$ cat config.mk
export PLATFORM = sky130hd
export DESIGN_NAME = gcm_clock_bank
export DESIGN_NICKNAME = d
export VERILOG_FILES = /design/src/verilog/gcm_pkg.sv /design/src/verilog/gcm_gate_cell.sv /design/src/verilog/gcm_clock_bank.sv
export SDC_FILE = /design/constraint.sdc
export NUM_CORES = 1
export LEC_CHECK = 0
export BUFFER_PORTS_ARGS = -buffer_cell sky130_fd_sc_hd__buf_2
export CAP_MARGIN = 20
export CORE_MARGIN = 5
export CORE_UTILIZATION = 30
export DETAILED_ROUTE_END_ITERATION = 8
export GPL_TIMING_DRIVEN = 0
export PLACE_DENSITY = 0.46
export SYNTH_ARGS = -nofsm -noshare
export SYNTH_HDL_FRONTEND = slang
export SYNTH_SLANG_ARGS = --single-unit
$ cat constraint.sdc
create_clock -name clk -period 1.88 [get_ports clk]
set_input_delay 0.564 -clock clk [delete_from_list [all_inputs] [get_ports clk]]
set_output_delay 0.564 -clock clk [all_outputs]
set_load 0.03 [all_outputs]
$ cat src/verilog/gcm_pkg.sv
// gcm_pkg: shared constants and types for the global clock driver bank.
// assumes one 200 MHz system clock and a plain strobe register port.
package gcm_pkg;

  localparam int GCM_NUM_CELLS = 16;
  localparam int GCM_ADDR_W    = 8;
  localparam int GCM_DATA_W    = 32;

  // register map, byte addresses
  localparam logic [7:0] GCM_CFG_BASE  = 8'h00;
  localparam logic [7:0] GCM_CFG_SPAN  = 8'h40;
  localparam logic [7:0] GCM_SEL_STAT  = 8'h40;
  localparam logic [7:0] GCM_BUSY_STAT = 8'h44;
  localparam logic [7:0] GCM_LOCK      = 8'h48;

  // per-cell config word layout
  localparam int GCM_IDX_LSB   = 2;
  localparam int GCM_IDX_W     = 4;
  localparam int GCM_CFG_W     = 3;
  localparam int GCM_MODE_LSB  = 0;
  localparam int GCM_MODE_W    = 2;
  localparam int GCM_FALL_BIT  = 2;
  localparam int GCM_LOCK_BIT  = 0;

  localparam logic [2:0] GCM_CFG_RST = 3'h0;
  localparam logic [1:0] GCM_ALIGN   = 2'h0;

  typedef enum logic [1:0] {
    GCM_MODE_OFF  = 2'b00,
    GCM_MODE_BUF  = 2'b01,
    GCM_MODE_GATE = 2'b10,
    GCM_MODE_MUX  = 2'b11
  } gcm_mode_e;

  typedef enum logic [1:0] {
    GCM_SW_RUN   = 2'b00,
    GCM_SW_DRAIN = 2'b01,
    GCM_SW_PARK  = 2'b10
  } gcm_sw_e;

endpackage : gcm_pkg

$ cat src/verilog/gcm_gate_cell.sv
// gcm_gate_cell: whole-pulse clock gate working on sampled clock levels.
// assumes levels are already normalised to rising-edge sense by the caller.
`timescale 1ns/10ps
module gcm_gate_cell
  import gcm_pkg::*;
(
  input  wire logic clk,
  input  wire logic srst,
  input  wire logic restart,
  input  wire logic src_now,
  input  wire logic src_prev,
  input  wire logic enable_prev,
  output logic      gate_level
);

  logic gate_open_reg;
  logic rise;

  assign rise = src_now & ~src_prev;

  // decision taken only at the rising edge, from the level before it
  always_ff @(posedge clk) begin
    if (srst || restart) begin
      gate_open_reg <= 1'b0;
    end else if (rise) begin
      gate_open_reg <= enable_prev;
    end
  end

  // full high phase passes or output stays low for the whole pulse
  assign gate_level = src_now & (rise ? enable_prev : gate_open_reg);

endmodule : gcm_gate_cell

$ cat src/verilog/gcm_clock_bank.sv
// gcm_clock_bank: bank of global clock drivers with gate, mux and buffer modes.
// assumes clock sources, enables and selects are synchronous to clk and
// sampled at 200 MHz; registers reached over a plain strobe port.
//
// Overview of operation
// - enabled before rise, whole pulse passes
// - enable changes during high phase ignored
// - disabled before rise, pulse suppressed, output low
// - select low picks source a, high b
// - sources may be unrelated or asynchronous
// - no glitch or short phase on switchover
// - select ignored while current clock high
// - park low until new clock falls
// - edge sense fixed by configuration
// - falling sense inverts clocks, not controls
// - buffer mode forwards clock unchanged
// - sixteen independent driver cells
// - unused branches keep running; off mode holds output low
`timescale 1ns/10ps
module gcm_clock_bank
  import gcm_pkg::*;
#(
  parameter int NUM_CELLS = GCM_NUM_CELLS
) (
  input  wire logic                  clk,
  input  wire logic                  srst,
  input  wire logic [GCM_ADDR_W-1:0] reg_addr,
  input  wire logic [GCM_DATA_W-1:0] reg_wdata,
  input  wire logic                  reg_wr,
  input  wire logic                  reg_rd,
  output logic      [GCM_DATA_W-1:0] reg_rdata,
  input  wire logic [NUM_CELLS-1:0]  clock_source_a,
  input  wire logic [NUM_CELLS-1:0]  clock_source_b,
  input  wire logic [NUM_CELLS-1:0]  gate_enable,
  input  wire logic [NUM_CELLS-1:0]  clock_select,
  output logic      [NUM_CELLS-1:0]  clk_out,
  output logic      [NUM_CELLS-1:0]  active_sel
);

  logic [GCM_CFG_W-1:0]  cfg_reg [NUM_CELLS];
  logic                  lock_reg;
  logic [GCM_DATA_W-1:0] rdata_reg;
  logic [NUM_CELLS-1:0]  busy;
  logic [GCM_IDX_W-1:0]  idx;
  logic                  cfg_hit;
  logic                  cfg_wr;

  // address decode
  assign idx     = reg_addr[GCM_IDX_LSB +: GCM_IDX_W];
  assign cfg_hit = (reg_addr < GCM_CFG_SPAN) && (reg_addr[1:0] == GCM_ALIGN)
                   && (32'(idx) < NUM_CELLS);
  assign cfg_wr  = reg_wr && cfg_hit && !lock_reg;

  // configuration words, frozen once locked
  always_ff @(posedge clk) begin
    if (srst) begin
      for (int k = 0; k < NUM_CELLS; k++) begin
        cfg_reg[k] <= GCM_CFG_RST;
      end
    end else if (cfg_wr) begin
      cfg_reg[idx] <= reg_wdata[GCM_CFG_W-1:0];
    end
  end

  // lock bit, cleared only by reset
  always_ff @(posedge clk) begin
    if (srst) begin
      lock_reg <= 1'b0;
    end else if (reg_wr && reg_addr == GCM_LOCK && reg_wdata[GCM_LOCK_BIT]) begin
      lock_reg <= 1'b1;
    end
  end

  // read data valid only in the cycle after the strobe
  always_ff @(posedge clk) begin
    if (srst) begin
      rdata_reg <= '0;
    end else if (reg_rd) begin
      if (cfg_hit) begin
        rdata_reg <= {{(GCM_DATA_W-GCM_CFG_W){1'b0}}, cfg_reg[idx]};
      end else if (reg_addr == GCM_SEL_STAT) begin
        rdata_reg <= {{(GCM_DATA_W-NUM_CELLS){1'b0}}, active_sel};
      end else if (reg_addr == GCM_BUSY_STAT) begin
        rdata_reg <= {{(GCM_DATA_W-NUM_CELLS){1'b0}}, busy};
      end else if (reg_addr == GCM_LOCK) begin
        rdata_reg <= {{(GCM_DATA_W-1){1'b0}}, lock_reg};
      end else begin
        rdata_reg <= '0;
      end
    end else begin
      rdata_reg <= '0;
    end
  end

  assign reg_rdata = rdata_reg;

  // one driver cell per global line
  for (genvar i = 0; i < NUM_CELLS; i++) begin : g_cell
    gcm_mode_e  mode;
    logic       fall;
    logic       restart;
    logic       a_n;
    logic       b_n;
    logic       a_prev_reg;
    logic       b_prev_reg;
    logic       en_prev_reg;
    logic       sel_prev_reg;
    logic       a_fall;
    logic       b_fall;
    logic       cur_n;
    logic       cur_prev;
    logic       tgt_fall;
    gcm_sw_e    sw_reg;
    logic       cur_sel_reg;
    logic       mux_level;
    logic       gate_level;
    logic       out_next;
    logic       out_reg;

    assign mode    = gcm_mode_e'(cfg_reg[i][GCM_MODE_LSB +: GCM_MODE_W]);
    assign fall    = cfg_reg[i][GCM_FALL_BIT];
    assign restart = cfg_wr && (idx == GCM_IDX_W'(i));

    // falling sense: clock levels inverted, controls untouched
    assign a_n = clock_source_a[i] ^ fall;
    assign b_n = clock_source_b[i] ^ fall;

    // previous levels for edge detection and before-edge control
    always_ff @(posedge clk) begin
      if (srst) begin
        a_prev_reg   <= 1'b0;
        b_prev_reg   <= 1'b0;
        en_prev_reg  <= 1'b0;
        sel_prev_reg <= 1'b0;
      end else begin
        a_prev_reg   <= a_n;
        b_prev_reg   <= b_n;
        en_prev_reg  <= gate_enable[i];
        sel_prev_reg <= clock_select[i];
      end
    end

    assign a_fall   = ~a_n & a_prev_reg;
    assign b_fall   = ~b_n & b_prev_reg;
    assign cur_n    = cur_sel_reg ? b_n : a_n;
    assign cur_prev = cur_sel_reg ? b_prev_reg : a_prev_reg;
    assign tgt_fall = sel_prev_reg ? b_fall : a_fall;

    // switchover sequencer, starts parked with output low
    always_ff @(posedge clk) begin
      if (srst || restart) begin
        sw_reg      <= GCM_SW_PARK;
        cur_sel_reg <= 1'b0;
      end else begin
        case (sw_reg)
          GCM_SW_RUN: begin
            if (sel_prev_reg != cur_sel_reg) begin
              if (cur_n || (cur_prev && !cur_n)) begin
                sw_reg <= cur_n ? GCM_SW_DRAIN : GCM_SW_PARK;
              end else begin
                sw_reg <= GCM_SW_PARK;
              end
            end
          end
          GCM_SW_DRAIN: begin
            if (!cur_n) begin
              sw_reg <= GCM_SW_PARK;
            end
          end
          GCM_SW_PARK: begin
            if (tgt_fall) begin
              cur_sel_reg <= sel_prev_reg;
              sw_reg      <= GCM_SW_RUN;
            end
          end
          default: begin
            sw_reg <= GCM_SW_PARK;
          end
        endcase
      end
    end

    // forward current clock, or hold low while parked
    always_comb begin
      case (sw_reg)
        GCM_SW_RUN:   mux_level = cur_n;
        GCM_SW_DRAIN: mux_level = cur_n;
        GCM_SW_PARK:  mux_level = 1'b0;
        default:      mux_level = 1'b0;
      endcase
    end

    gcm_gate_cell u_gate (
      .clk         (clk),
      .srst        (srst),
      .restart     (restart),
      .src_now     (a_n),
      .src_prev    (a_prev_reg),
      .enable_prev (en_prev_reg),
      .gate_level  (gate_level)
    );

    // mode select and polarity restore
    always_comb begin
      case (mode)
        GCM_MODE_OFF:  out_next = 1'b0;
        GCM_MODE_BUF:  out_next = clock_source_a[i];
        GCM_MODE_GATE: out_next = gate_level ^ fall;
        GCM_MODE_MUX:  out_next = mux_level ^ fall;
        default:       out_next = 1'b0;
      endcase
    end

    always_ff @(posedge clk) begin
      if (srst) begin
        out_reg <= 1'b0;
      end else begin
        out_reg <= out_next;
      end
    end

    assign clk_out[i]    = out_reg;
    assign active_sel[i] = cur_sel_reg;
    assign busy[i]       = (sw_reg != GCM_SW_RUN);
  end

endmodule : gcm_clock_bank

==> impl_metrics.toml <==
[synthesis]
yosysTopAreaCell = "dfxtp_1"
async_flop_share_pct = 0
syn_inst = 1024
synth_top_area_share_pct = 32.72
synthFlopType = "dfxtp_1"
synth_cell_types = 65
synth_edf_count = 48
yosys_warnings = 0
ys_ff_latch = 209
syn_area_per_cell_um2 = 9.620
ys_seq_area_share_pct = 47.35
synthTopCellsByArea = "dfxtp_1 (33%), edfxtp_1 (15%), nor2_1 (5.1%), xnor2_1 (3.9%), mux2i_1 (3.8%)"
synth_area_um2 = 9851

[worst_setup_path]
path_max_fanout = 10
cp_num_cells = 4
timing.critical_path.mode_cell = "clkbuf_1"
worstSetupPathType = "primary input to flip-flop"
slowest_delay_ns = 0.84
rr_worst_depth = 4
critPathBufInv = 3
rr_endpoint = "g_cell[0].out_reg"
required_ns = 2.21
timing.rr.start = "cfg_reg[0][2]"
reg2reg_setup_slack_ns = 0.09
worst_setup_path_start_kind = "primary input"
crit_family = "buffers and inverters"
slowest_stage = "clkbuf_1"
crit_path_end = "g_cell[8].out_reg"
startpoint = "srst"
critPathCaptureType = "flip-flop"
path_cells = "buf_2 -> clkbuf_1 -> clkbuf_1 -> a21oi_1"
worstPathArrival_ns = 2.17

[pwr]
p_leak_nw = 4.856
ir_drop_v = 0.0005441
powerDensity_nw_per_um2 = 946.5

[sta]
clock_skew_ns = 0.005001
setup_ws_ns = 0.04449
max_freq_ghz = 0.5448
finalCriticalPeriod_ns = 1.836
slew_violations = 0
slew_headroom_pct = 30.25
hold_viol = 0
tightest_slew_ns = 1.046
setup_violations = 0
post-route-period-util_pct = 97.63
rsz0062_at_grt = "false"

[floorplan]
fp.dieW_um = 191.2
ios = 172
core_area_um2 = 32450
initial_core_util_pct = 30.35
die_h_um = 191.2
fp-row-count = 66
die_area_um2 = 36560

[job]
drv_cap = 0

[cts]
ctsHtreeMaxLevel = 1
clk_latency_ns = 0.51
cts_hold_buffers = 0
cts.clk_slew.worst_paths_ns = 0.06
cts_made_buffers = 25
cts.sinks = 209
cts-root-buf = "clkbuf_16"
clockBufferDepth = 3
cts_tree = "done"

[finish]
largest_reg_flops = 48
n_fill_cell = 3363
area_growth_pct = 22.66
multi_input_area_um2 = 4679
drive_gt1_share_pct = 23.55
nets = 1300
seq_area_um2 = 4674
antenna_cells = 0
fin_cells = 1652

[grt]
grt_max_degree = 13
grt_usage_pct = 15.08
grt_overflow = 0
antenna_found_initial = 2
grt_pass1_wl_mm = 43.48
grt_pass1_vias = 7737

[detailed_routing]
drt_iter0_markers = 392
drc = 0
drt-total-wl_mm = 28.42
vias_per_cell = 4.737
vias = 7826
wire_per_inst_um = 17.20
dr.pass1.iters = 6
ant_nets = 0

[place]
dpl_worst_slack_ns = -1.157
gp_congestion = 0.8212
port_buffers = 124
dp.cells = 1605
hpwl_mm = 21.30

[hold_path]
min_path_type = "primary input to flip-flop"

[run_status]
status = "finished, final reports clean"
==> cell families (layout without fill, tap and decap cells) <==
logic type | after synthesis | in the layout | synth area share [%]
AOI/OAI and AO/OA | 214 | 214 | 14.09
xor gates and xnor gates | 60 | 60 | 5.335
buffers and inverters | 120 | 291 | 6.503
DFF | 209 | 209 | 47.35
muxes | 62 | 62 | 7.989
other | 1 | 16 | 0.03807
and+or+nand+nor | 358 | 358 | 18.70
==> final cells by class <==
class | count | share of cell area (%)
plain buffers | 87 | 4.618
clock buffers | 38 | 6.172
clock inverters | 7 | 0.9009
inverters | 32 | 0.9941
multi-input cells | 710 | 38.73
flip-flops and latches | 209 | 38.69
well taps | 442 | 4.577
repair buffers | 127 | 5.323
==> placed cells by master, fill, tap and decap left out, types with 6 or more instances in the layout <==
cell type,count
nand2b_1,9
o31ai_1,6
mux4_2,12
mux2i_1,37
xor2_1,16
nor3_1,10
nand2_1,64
o21ai_0,54
clkbuf_16,26
a31oi_1,11
dfxtp_2,8
and4_1,6
buf_4,55
nor4_1,7
buf_2,124
nand3_1,7
mux2_2,13
o22a_1,9
dfxtp_1,153
a211o_1,11
a21oi_1,67
edfxtp_1,48
clkbuf_1,31
xnor2_1,42
nor2b_1,55
conb_1,16
and3_1,11
clkbuf_8,6
inv_1,30
nor2_1,135
nand3b_1,17
==> routing by layer <==
layer	vias up	GRT usage, %	part of all wire [%]
li1	3901	-	-
met1	3703	21.24	48
met2	172	24.30	45
met3	46	2.465	4.7
met4	4	3.591	2.2
met5	-	0	0.074
==> synth_stat cells, drive strengths merged, types with 17 or more instances <==
library cell / n
nand3b: 17
o21ai: 54
clkbuf: 31
edfxtp: 48
nor2: 135
buf: 57
xnor2: 44
nand2: 64
inv: 32
a21oi: 70
nor2b: 55
dfxtp: 161
mux2i: 37
==> worst min path at each step <==
| stage | slack (ns) | to | cells after the start | start |
|---|---|---|---|---|
| 3_3_place_gp | 0.44 | g_cell[3].u_gate.gate_open_reg | 2 | g_cell[3].en_prev_reg |
| 2_1_floorplan | 0.43 | g_cell[0].u_gate.gate_open_reg | 2 | g_cell[0].en_prev_reg |
| 5_1_grt | 0.24 | g_cell[2].sel_prev_reg | 2 | clock_select[2] |
| 4_1_cts | 0.24 | g_cell[3].en_prev_reg | 2 | gate_enable[3] |
| 3_5_place_dp | 0.45 | g_cell[13].u_gate.gate_open_reg | 2 | g_cell[13].en_prev_reg |
| 6_report | 0.25 | g_cell[3].en_prev_reg | 2 | gate_enable[3] |
==> report_power, final <==
part	switching (mW)	leakage [nW]	internal, mW
registers	0.221	1.78	4.84
logic	0.786	2.65	0.607
clock network	1.86	0.420	3.13
==> what timing repair did <==
action	in CTS	in global routing
setup buffers	2	1
endpoints found under the setup margin	53	50
pin swaps	1	0
gates resized for setup	17	17
==> stage by stage <==
stage	hold slack [ns]	TNS [ns]	util (%)	power, mW	instance area (um^2)
finish	0.2539	0	37.23	11.44	12080
floorplan	0.4295	0	-	6.073	9931
CTS	0.2358	0	37.06	11.59	12030
global route	0.2443	0	37.23	11.96	12080
global placement	0.4414	-101.46	34.22	6.524	11100
detailed placement	0.4455	-102.36	34.22	6.527	11100
Note: power is estimated with default switching activity, not from simulation.
